[src/hdl/sar_adc_cfg.svh]
// Register layout, field positions and timing counts for the converter control block
// How it works
// - The mux selects one of 16 sources from the 4-bit input-select field.
// - Each conversion is eight compare steps, MSB first, one bit each.
// - At conversion end the approximation value goes to its run-position result register.
// - Charge pump runs only while power-on is set; allow 100 us settling.
// - Sample switch closes only for 12 cycles at each conversion start.
// - Four readable 8-bit result registers hold the latest run.
// - Result updates never collide with CPU reads.
// - Clock-select 0 picks E clock, 1 picks the RC oscillator, for converter and NVM.
// - Runs are four conversions; continuous repeats, otherwise stop after one.
// - Sequence-done flag sets after the fourth conversion of a run.
// - Option bit 7 powers the converter up when set, down when clear.
// - On E clock, switching and comparator sampling are synchronous to the clock.
// - Stop-exit delay set holds restart about 4000 cycles, else about four.
// - A run begins two cycles after a control/status write, which sets input and mode.
// - Results are unsigned 8-bit, saturating at 0xff with no overflow flag.
// - Codes 0-7 pick pins 0-7; in group mode pin n fills result n mod 4.
// - Codes 8-11 reserved; 12,13,14 are high, low, half reference; 15 reserved.
// - One control/status register holds select, flag, continuous and group bits.
// - Single-channel mode converts one input four times; continuous wraps to result 0.
// - Any control/status write clears the flag; while powered up it also restarts, abandoning the old run.
// - Group mode uses only the upper two select bits; lower two ignored.
// - In continuous mode the flag sets after the first run and stays set.
`ifndef SAR_ADC_CFG_SVH
`define SAR_ADC_CFG_SVH

// ----------------------------------------------------------------------
// Control/status register fields
// ----------------------------------------------------------------------
`define CTL_DONE_BIT     7
`define CTL_CONT_BIT     5
`define CTL_GROUP_BIT    4
`define CTL_SEL_MSB      3
`define CTL_RESET        8'h00
// ----------------------------------------------------------------------
// Option register fields
// ----------------------------------------------------------------------
`define OPT_PWR_BIT      7
`define OPT_CONV_CLOCK_SELECT_BIT     6
`define OPT_DLY_BIT      4
`define OPT_WMASK        8'hd0
`define OPT_RESET        8'h10
// ----------------------------------------------------------------------
// Timing
// ----------------------------------------------------------------------
`define SAMPLE_CYCLES    12
// Trial hold past the first cycle, covering the two-flop comparator sync
`define COMP_SETTLE_CYC  2
`define CLK_MHZ          50
`define STOP_DELAY_CYC   4000
`define STOP_FAST_CYC    4
`define PUMP_SETTLE_US   100
`define PUMP_SETTLE_CYC  (`PUMP_SETTLE_US * `CLK_MHZ)
// Mux codes for the internal points
`define SEL_REF_HIGH     4'hc
`define SEL_REF_LOW      4'hd
`define SEL_REF_HALF     4'he

`endif

[src/hdl/sar_adc_pkg.sv]
// Types shared by the converter control block
package sar_adc_pkg;
  typedef enum logic [1:0] {
    st_idle   = 2'b00,
    st_sample = 2'b01,
    st_steps  = 2'b11,
    st_store  = 2'b10
  } seq_state_type;

  typedef struct packed {
    logic [7:0] data;
    logic       wr;
    logic       rd;
  } cpu_access_type;

  typedef struct packed {
    logic [3:0] mux_select;
    logic       sample_closed;
    logic       pump_on;
    logic       clock_select;
  } analog_ctl_type;
endpackage : sar_adc_pkg

[src/hdl/sar_step.sv]
// One successive-approximation register with MSB-first bit trials
`timescale 1ns/1ps
`default_nettype none
module sar_step #(
  parameter int WIDTH = 8
) (
  // Clock and reset
  input  wire logic             clock,
  input  wire logic             rst_n,
  // Control
  input  wire logic             start,
  input  wire logic             step,
  input  wire logic             comp_high,
  // Result
  output logic [WIDTH-1:0]      trial,
  output logic                  last
);
  logic [WIDTH-1:0] mask;
  logic [WIDTH-1:0] next_trial;
  logic [WIDTH-1:0] next_mask;

  // Keep the trial bit if the input is above the DAC level, then try the next
  always_comb begin
    next_trial = trial;
    next_mask  = mask;
    if (start) begin
      next_mask  = {1'b1, {(WIDTH-1){1'b0}}};
      next_trial = {1'b1, {(WIDTH-1){1'b0}}};
    end else if (step && mask != '0) begin
      if (!comp_high)
        next_trial = trial & ~mask;
      next_mask  = mask >> 1;
      next_trial = next_trial | (mask >> 1);
    end
  end

  // Saturation is natural: all ones when the input tops the high reference
  always_ff @(posedge clock) begin
    if (!rst_n) begin
      trial <= '0;
      mask  <= '0;
    end else begin
      trial <= next_trial;
      mask  <= next_mask;
    end
  end

  assign last = (mask == {{(WIDTH-1){1'b0}}, 1'b1});
endmodule : sar_step
`default_nettype wire

[src/hdl/sar_adc_sequencer_control.sv]
// Sequencer, control/status, option bits and result storage for the converter
`timescale 1ns/1ps
`default_nettype none
`include "sar_adc_cfg.svh"
module sar_adc_sequencer_control
  import sar_adc_pkg::*;
#(
  parameter int SAMPLE_CYCLES = `SAMPLE_CYCLES,
  parameter int STOP_DELAY    = `STOP_DELAY_CYC
) (
  // Clock and reset
  input  wire logic          clock,
  input  wire logic          rst_n,
  // Control/status register access
  input  wire cpu_access_type ctl_access,
  output logic [7:0]         ctl_rdata,
  // Option register access
  input  wire cpu_access_type opt_access,
  output logic [7:0]         opt_rdata,
  // Result register reads
  input  wire logic [1:0]    result_index,
  output logic [7:0]         result_rdata,
  // Comparator from the analog array (asynchronous)
  input  wire logic          comparator_in,
  // Stop mode
  input  wire logic          stop_exit,
  output logic               stop_hold,
  // Analog side controls
  output var analog_ctl_type analog_ctl,
  output logic [7:0]         dac_trial,
  output logic               sequence_done_flag
);
  // ----------------------------------------------------------------------
  // Register state
  // ----------------------------------------------------------------------
  logic [3:0]    input_select_field;
  logic          group_mode;
  logic          continuous;
  logic          converter_power_on;
  logic          conv_clock_select;
  logic          stop_exit_delay_enable;
  logic [7:0]    result_reg [4];
  logic          start_pending;
  logic          next_start_pending;
  logic [7:0]    next_result_reg [4];
  logic          next_flag;

  seq_state_type state;
  seq_state_type next_state;
  logic [3:0]    sample_cnt;
  logic [3:0]    next_sample_cnt;
  logic [1:0]    position;
  logic [1:0]    next_position;
  logic          comp_meta;
  logic          comp_sync;
  logic          sar_start;
  logic          sar_last;
  logic [7:0]    sar_value;
  logic [12:0]   stop_cnt;
  logic [12:0]   next_stop_cnt;
  logic [1:0]    settle_cnt;
  logic [1:0]    next_settle_cnt;
  logic          sar_step_en;
  logic          next_power_on;
  logic          next_clock_select;
  logic          next_delay_enable;

  // ----------------------------------------------------------------------
  // Comparator synchroniser
  // ----------------------------------------------------------------------
  // Comparator settles inside a cycle; two flops make the sample point quiet
  always_ff @(posedge clock) begin
    if (!rst_n) begin
      comp_meta <= 1'b0;
      comp_sync <= 1'b0;
    end else begin
      comp_meta <= comparator_in;
      comp_sync <= comp_meta;
    end
  end

  // ----------------------------------------------------------------------
  // Option register
  // ----------------------------------------------------------------------
  // A write takes the three implemented bits; the rest are dropped
  always_comb begin
    next_power_on     = converter_power_on;
    next_clock_select = conv_clock_select;
    next_delay_enable = stop_exit_delay_enable;
    if (opt_access.wr) begin
      next_power_on     = opt_access.data[`OPT_PWR_BIT];
      next_clock_select = opt_access.data[`OPT_CONV_CLOCK_SELECT_BIT];
      next_delay_enable = opt_access.data[`OPT_DLY_BIT];
    end
  end

  always_ff @(posedge clock) begin
    if (!rst_n) begin
      converter_power_on     <= 1'(`OPT_RESET >> `OPT_PWR_BIT);
      conv_clock_select      <= 1'(`OPT_RESET >> `OPT_CONV_CLOCK_SELECT_BIT);
      stop_exit_delay_enable <= 1'(`OPT_RESET >> `OPT_DLY_BIT);
    end else begin
      converter_power_on     <= next_power_on;
      conv_clock_select      <= next_clock_select;
      stop_exit_delay_enable <= next_delay_enable;
    end
  end

  // Unimplemented option bits read zero
  always_comb begin
    opt_rdata                = 8'h00;
    opt_rdata[`OPT_PWR_BIT]  = converter_power_on;
    opt_rdata[`OPT_CONV_CLOCK_SELECT_BIT] = conv_clock_select;
    opt_rdata[`OPT_DLY_BIT]  = stop_exit_delay_enable;
  end

  // ----------------------------------------------------------------------
  // Control/status register
  // ----------------------------------------------------------------------
  // Mode bits are stored straight from the write; the flag has its own path
  always_ff @(posedge clock) begin
    if (!rst_n) begin
      input_select_field <= 4'h0;
      group_mode         <= 1'b0;
      continuous         <= 1'b0;
    end else if (ctl_access.wr) begin
      input_select_field <= ctl_access.data[`CTL_SEL_MSB:0];
      group_mode         <= ctl_access.data[`CTL_GROUP_BIT];
      continuous         <= ctl_access.data[`CTL_CONT_BIT];
    end
  end

  // Bit 6 reads zero; flag is read-only
  always_comb begin
    ctl_rdata                  = 8'h00;
    ctl_rdata[`CTL_DONE_BIT]   = sequence_done_flag;
    ctl_rdata[`CTL_CONT_BIT]   = continuous;
    ctl_rdata[`CTL_GROUP_BIT]  = group_mode;
    ctl_rdata[`CTL_SEL_MSB:0]  = input_select_field;
  end

  // ----------------------------------------------------------------------
  // Sequencer
  // ----------------------------------------------------------------------
  // A write arms a start that the sequencer takes on the next edge
  always_comb begin
    next_state        = state;
    next_sample_cnt   = sample_cnt;
    next_position     = position;
    next_start_pending = 1'b0;
    sar_start         = 1'b0;
    if (ctl_access.wr) begin
      next_start_pending = 1'b1;
      next_state         = st_idle;
    end else if (!converter_power_on) begin
      next_state = st_idle;
    end else begin
      unique case (state)
        st_idle: begin
          if (start_pending) begin
            next_state      = st_sample;
            next_sample_cnt = 4'h0;
            next_position   = 2'd0;
          end
        end
        st_sample: begin
          next_sample_cnt = sample_cnt + 4'h1;
          if (sample_cnt == 4'(SAMPLE_CYCLES - 1)) begin
            next_state = st_steps;
            sar_start  = 1'b1;
          end
        end
        st_steps: begin
          if (sar_step_en && sar_last)
            next_state = st_store;
        end
        st_store: begin
          next_position   = position + 2'd1;
          next_sample_cnt = 4'h0;
          if (position == 2'd3 && !continuous)
            next_state = st_idle;
          else
            next_state = st_sample;
        end
      endcase
    end
  end

  always_ff @(posedge clock) begin
    if (!rst_n) begin
      state         <= st_idle;
      sample_cnt    <= 4'h0;
      position      <= 2'd0;
      start_pending <= 1'b0;
    end else begin
      state         <= next_state;
      sample_cnt    <= next_sample_cnt;
      position      <= next_position;
      start_pending <= next_start_pending;
    end
  end

  // ----------------------------------------------------------------------
  // Comparator pacing
  // ----------------------------------------------------------------------
  // The synchroniser lags two cycles, so each trial is held three cycles
  // before its bit is judged; stepping every cycle would judge the
  // comparator against the trial level of two steps back. Costs 16 cycles a result.
  always_comb begin
    next_settle_cnt = 2'd0;
    sar_step_en     = 1'b0;
    if (state == st_steps) begin
      if (settle_cnt == 2'(`COMP_SETTLE_CYC)) begin
        sar_step_en = 1'b1;
      end else begin
        next_settle_cnt = settle_cnt + 2'd1;
      end
    end
  end

  always_ff @(posedge clock) begin
    if (!rst_n)
      settle_cnt <= 2'd0;
    else
      settle_cnt <= next_settle_cnt;
  end

  sar_step #(
    .WIDTH (8)
  ) u_sar (
    .clock     (clock),
    .rst_n     (rst_n),
    .start     (sar_start),
    .step      (sar_step_en),
    .comp_high (comp_sync),
    .trial     (sar_value),
    .last      (sar_last)
  );

  // ----------------------------------------------------------------------
  // Mux select and analog controls
  // ----------------------------------------------------------------------
  // Group mode replaces the low two select bits with the run position
  always_comb begin
    analog_ctl.mux_select = input_select_field;
    if (group_mode)
      analog_ctl.mux_select = {input_select_field[3:2], position};
    analog_ctl.sample_closed = (state == st_sample);
    analog_ctl.pump_on       = converter_power_on;
    analog_ctl.clock_select  = conv_clock_select;
  end

  assign dac_trial = sar_value;

  // ----------------------------------------------------------------------
  // Results and completion flag
  // ----------------------------------------------------------------------
  // Store edge is taken whether or not the CPU side reads a result; a read
  // that lands on the store cycle sees the old value, never a torn one
  always_comb begin
    for (int i = 0; i < 4; i++)
      next_result_reg[i] = result_reg[i];
    next_flag = sequence_done_flag;
    if (ctl_access.wr) begin
      next_flag = 1'b0;
    end else if (state == st_store && converter_power_on) begin
      next_result_reg[position] = sar_value;
      if (position == 2'd3)
        next_flag = 1'b1;
    end
  end

  always_ff @(posedge clock) begin
    if (!rst_n) begin
      for (int i = 0; i < 4; i++)
        result_reg[i] <= 8'h00;
      sequence_done_flag <= 1'b0;
    end else begin
      for (int i = 0; i < 4; i++)
        result_reg[i] <= next_result_reg[i];
      sequence_done_flag <= next_flag;
    end
  end

  // Read data registered so a read never overlaps the update edge
  always_ff @(posedge clock) begin
    if (!rst_n)
      result_rdata <= 8'h00;
    else
      result_rdata <= result_reg[result_index];
  end

  // ----------------------------------------------------------------------
  // Stop exit delay
  // ----------------------------------------------------------------------
  // Long hold lets the oscillator settle; short hold is a few bus cycles
  always_comb begin
    next_stop_cnt = stop_cnt;
    if (stop_exit)
      next_stop_cnt = stop_exit_delay_enable ? 13'(STOP_DELAY)
                                             : 13'(`STOP_FAST_CYC);
    else if (stop_cnt != 13'h0)
      next_stop_cnt = stop_cnt - 13'h1;
  end

  always_ff @(posedge clock) begin
    if (!rst_n)
      stop_cnt <= 13'h0;
    else
      stop_cnt <= next_stop_cnt;
  end

  assign stop_hold = (stop_cnt != 13'h0);
endmodule : sar_adc_sequencer_control
`default_nettype wire

[config.mk]
export PLATFORM = sky130hd
export DESIGN_NAME = sar_adc_sequencer_control
export DESIGN_NICKNAME = d
export VERILOG_FILES = /design/src/hdl/sar_adc_pkg.sv /design/src/hdl/sar_step.sv /design/src/hdl/sar_adc_sequencer_control.sv
export VERILOG_INCLUDE_DIRS = /design/src /design/src/hdl
export SDC_FILE = /design/constraint.sdc
export NUM_CORES = 1
export LEC_CHECK = 0
export BUFFER_PORTS_ARGS = -buffer_cell sky130_fd_sc_hd__buf_4
export CORE_MARGIN = 2
export CORE_UTILIZATION = 30
export CTS_BUF_LIST = sky130_fd_sc_hd__clkbuf_2
export CTS_CLUSTER_DIAMETER = 80
export DETAILED_ROUTE_END_ITERATION = 8
export GPL_TIMING_DRIVEN = 1
export REMOVE_ABC_BUFFERS = 1
export SETUP_SLACK_MARGIN = 0.5
export SLEW_MARGIN = 20
export SYNTH_ARGS = -nofsm -noshare
export SYNTH_HDL_FRONTEND = slang
export SYNTH_HIERARCHICAL = 1
export SYNTH_SLANG_ARGS = --single-unit
[constraint.sdc]
create_clock -name clock -period 2.4 [get_ports clock]
set_clock_uncertainty 0.1 [all_clocks]
set_input_delay 0.12 -clock clock [delete_from_list [all_inputs] [get_ports clock]]
set_output_delay 0.12 -clock clock [all_outputs]
set_load 0.01 [all_outputs]
=== Word level (Yosys, flattened, before mapping) ===
Memories as Yosys holds them, arrays and structs flattened. A register that Yosys moved wholly into a read port is not among the register bits.
Index checks and enable logic that the tools add are counted.

* Bitwise logic cells: 12
* Mux-type cells: 38
* Order comparisons: 2
* Eq/ne operators: 10
* Reduce and logical (&&, ||, !) cells: 22
* Add/subtract/negate cells: 4

{| class="wikitable"
|+ Operators by type and width
! cell !! count
|-
| $mux W8 || 12
|-
| $mux W32 || 2
|-
| $bwmux W32 || 1
|-
| $mux W13 || 2
|-
| $demux W8 S2 || 1
|-
| $reduce_bool A13 Y1 || 1
|-
| $sub A13 B1 Y13 const B || 1
|-
| $mux W12 || 1
|-
| $pmux W4 S3 || 1
|-
| $mux W1 || 10
|-
| $mux W2 || 5
|-
| $and A8 B8 Y8 || 1
|-
| $eq A2 B2 Y1 const B || 4
|-
| $eq A8 B1 Y1 const B || 1
|-
| $not A8 Y8 || 1
|-
| $or A8 B7 Y8 || 1
|-
| $pmux W2 S4 || 1
|-
| $reduce_and A4 Y1 || 2
|-
| $reduce_bool A8 Y1 || 1
|-
| $reduce_bool A2 Y1 || 3
|-
| $reduce_or A3 Y1 || 2
|-
| $logic_and A1 B1 Y1 || 5
|-
| $add A2 B1 Y2 const B || 2
|-
| $add A4 B1 Y4 const B || 1
|-
| 17 further kinds || 26
|}

* Output and inout bits: 41
* Word-level logic and storage cells: 108
* Register bits: 52
* Memory bits (writable): 32
* Memories kept: 1

{| class="wikitable"
|+ Memories
! memory !! depth !! bits a word !! rd ports !! clocked after Yosys merged registers in !! wr ports !! line !! text
|-
| result_reg || 4 || 8 || 5 || 1 || 4 || sar_adc_sequencer_control.sv:42 || <nowiki>logic [7:0] result_reg [4];</nowiki>
|}

=== Longest topological paths before layout ===
* Depth in word-level cells: 9
* Mapped depth: 7

=== Cells and area by module ===
The synthesis kept the hierarchy.

{| class="wikitable"
|+ Modules (own cells, without submodules)
! module !! sequential area each (µm²) !! cells each !! area an instance (µm²) !! times used
|-
| sar_adc_sequencer_control || 1521.5 || 358 || 3438.3 || 1
|-
| sar_step || 320.3 || 68 || 625.6 || 1
|}

=== Least setup slack after synthesis ===
OpenSTA, ideal clock, no wires.

* Kind: register -> register
* Start point: register stop_cnt[0]
* End point: register stop_cnt[2]
* Data required time: 2.178 ns
* Path slack: 0.100 ns
* Cell stages (with the launch flop): 8
* Arrival time: 2.079 ns
* Period minus slack after synthesis: 2.300 ns
* Library setup time: 0.122 ns
* Cells stage by stage: dfxtp_1 -> inv_1 -> ha_1 -> or4b_1 -> or4_4 -> buf_6 -> and3b_1 -> o311a_1

* Elaborated cells between the ends (all ways): 5

{| class="wikitable"
|+ RTL lines
! what !! line !! text
|-
| start: declaration || sar_adc_sequencer_control.sv:59 || <nowiki>logic [12:0] stop_cnt;</nowiki>
|-
| start signal: assignment || sar_adc_sequencer_control.sv:310 || <nowiki>stop_cnt <= next_stop_cnt;</nowiki>
|-
| $reduce_bool A13 Y1 || -- ||
|-
| via stop_hold || sar_adc_sequencer_control.sv:27 || <nowiki>output logic stop_hold,</nowiki>
|-
| $reduce_bool A2 Y1 (no source line) || -- ||
|}

The timed path passes the listed nets, and every way through them passes these cells. The select of a mux whose other input is x is not followed.
A chain may end at the register's enable or synchronous reset.

=== Final worst setup path ===
* Start point: register stop_cnt[1]
* End point: output port stop_hold

* Longest elaborated chain between the ends: 1

{| class="wikitable"
|+ RTL lines
! what !! line !! text
|-
| $reduce_bool A13 Y1 || sar_adc_sequencer_control.sv:313 || <nowiki>assign stop_hold = (stop_cnt != 13'h0);</nowiki>
|-
| end: declaration || sar_adc_sequencer_control.sv:27 ||
|}

Every way passes these cells.

==> impl_metrics.tcl <==
set metrics [dict create \
    worstPathMaxFanout 3 \
    fin_cells 698 \
    max_cap_violations 0 \
    peakVddDrop_mv 0.213 \
    hold_path_class "in -> reg" \
    outcome "finished with violations" \
    synth.avg_cell_area_um2 9.54 \
    grt_pass1_vias 3263 \
    io_pins 67 \
    ys_ff_latch 92 \
    wire_per_inst_um 13.8 \
    drive_gt1_frac 0.280 \
    netlist_instances 426 \
    ant_nets 0 \
    cp.required_ns 2.18 \
    ys_seq_area_frac 0.453 \
    num-nets-final 551 \
    fin_crit_sh 1.07 \
    drcViolationCount 0 \
    vias 3313 \
    power_leakage_nw 2.09 \
    end_kind "output port" \
    cts_tree "done" \
    num_rows 42 \
    fmax_mhz 390 \
    initial_core_util 0.307 \
    finalInstanceArea_mm2 0.00539 \
    overflow 0 \
    gp_congestion 0.777 \
    clk_latency_ns 0.58 \
    yosys_warnings 6 \
    routed_wl_mm 9.66 \
    clock_tree.root_cell "clkbuf_2" \
    grt_start_max_net_pins 41 \
    ctsHtreeMaxLevel 3 \
    dpl.cell_count 628 \
    setup_ws_ns -0.165 \
    numClockSinks 92 \
    largest_reg_flops 32 \
    hold_viol 0 \
    fin_util 0.407 \
    grt_pass1_wl_mm 15.5 \
    fin_crit_ns 2.56 \
    clkTransAtPathRegs_ns 0.24 \
    fp.dieH_um 120 \
    rsz0062_at_grt "true" \
    grtUsageTotal 0.134 \
    diodes 0 \
    arrival_ns 2.34 \
    detail_route.iter0.violations 141 \
    placed_area_mm2 0.00454 \
    core_mm2 0.0132 \
    violations "setup timing" \
    synthDistinctLibCells 56 \
    setup_viol 4 \
    timing.final.max_slew_violations 0 \
    antenna_found_initial 0 \
    dpl_worst_slack_ns 0.160 \
    synthArstFlopShare 0 \
    dp_hpwl_mm 6.13 \
    drtPass1Iterations 4 \
    yosys_most_used_dff "dfxtp_1" \
    power_density_mw_per_mm2 577 \
    die_x_um 120 \
    dieArea_mm2 0.0145 \
    syn_to_final_growth_pct 32.7 \
    synth_area_mm2 0.00406 \
    synth_edf_count 0 \
    final_cell_mix "80 x dfxtp_1, 75 x buf_4, 43 x nand2_1" \
    clockBufferDepth 2 \
    mostFrequentLayoutCell "dfxtp_1" \
    via_per_inst 4.75 \
    cts_buffers 9 \
    setup_tns_ns -0.389 \
    critPathLaunchType "register" \
    worst-setup-path-type "reg -> out" \
    portBuffers 51 \
]
[worst paths after layout]
check / startpoint / endpoint / slack (ns) / depth (start not counted)
max reg2reg: stop_cnt[0] / stop_cnt[6] / -0.12 / 16
max: stop_cnt[1] / stop_hold / -0.16 / 6
min: opt_access[1] / stop_exit_delay_enable / 0.25 / 4
min reg2reg: settle_cnt[0] / settle_cnt[0] / 0.33 / 1
[where the power goes]
group / leakage [nW] / switching, mW / internal, mW
logic: 1.25 / 0.221 / 0.281
registers: 0.751 / 0.0459 / 1.57
clock network: 0.0925 / 0.535 / 0.454
[critical path: stages, from the launching register on]
cell and delay [ns]:
dfxtp_2 0.39, inv_2 0.07, ha_4 0.11, or4b_4 0.46, or4_4 0.50, buf_6 0.13, buf_6 0.11
[logic make-up (layout without fill, tap and decap cells)]
group,count (synthesis),count (layout),share of synthesized area
simple gates,169,169,0.224
other cells,1,6,0.000923
mux,30,30,0.0991
buf+inv,51,142,0.0674
flops,92,92,0.453
compound gates,68,68,0.116
fa+ha+maj,8,8,0.0246
xor+xnor,7,7,0.0151
[metrics by stage]
stage                     hold slack (ns)  power [mW]
after floorplan                    0.0819        1.82
after global placement              0.233        1.95
after detailed placement            0.236        1.96
after CTS                           0.262        3.06
after global routing                0.280        3.23
final                               0.251        3.11
[area by class of cell]
cell class                      count  area [um^2]
Timing Repair Buffer              114          976
Inverter                           12         45.0
Fill cell                        1308         7850
Sequential cell                    92         1860
Multi-Input combinational cell    288         2130
Tap cell                          176          220
Clock buffer                       10         50.0
Clock inverter                      6          111
[routing by layer]
metal	vias up	share of wire	track usage
met3	13	0.032	0.0208
li1	1646	-	-
met5	-	0	0
met1	1605	0.44	0.161
met2	49	0.51	0.232
met4	0	0.021	0.0647
[synthesized netlist by cell type (all sizes together), types with 3 or more instances]
cell    count  area share
clkbuf     19       0.018
nand2b      3      0.0046
mux2i      20       0.049
o21ai      12       0.015
nor2       17       0.016
buf        20       0.039
xor2        5       0.011
and3        4      0.0062
a21boi     27       0.050
nor4        6      0.0092
nor3        3      0.0037
a31oi       3      0.0046
dfxtp      92        0.45
nor2b      23       0.035
a21oi       8      0.0099
nand3      30       0.037
mux4        8       0.044
ha          8       0.025
or3         4      0.0065
nor3b       4      0.0074
nand2      44       0.041
and2       15       0.023
inv        12       0.011
[repair_timing]
action | CTS | global route
endpoints found under the hold margin | 50 | 0
endpoints found under the setup margin | 13 | 57
gates resized for setup | 17 | 38
pin swaps | 1 | 12
buffers inserted | 12 | 8
hold buffers | 35 | 0
(Power assumes the default switching activity.)
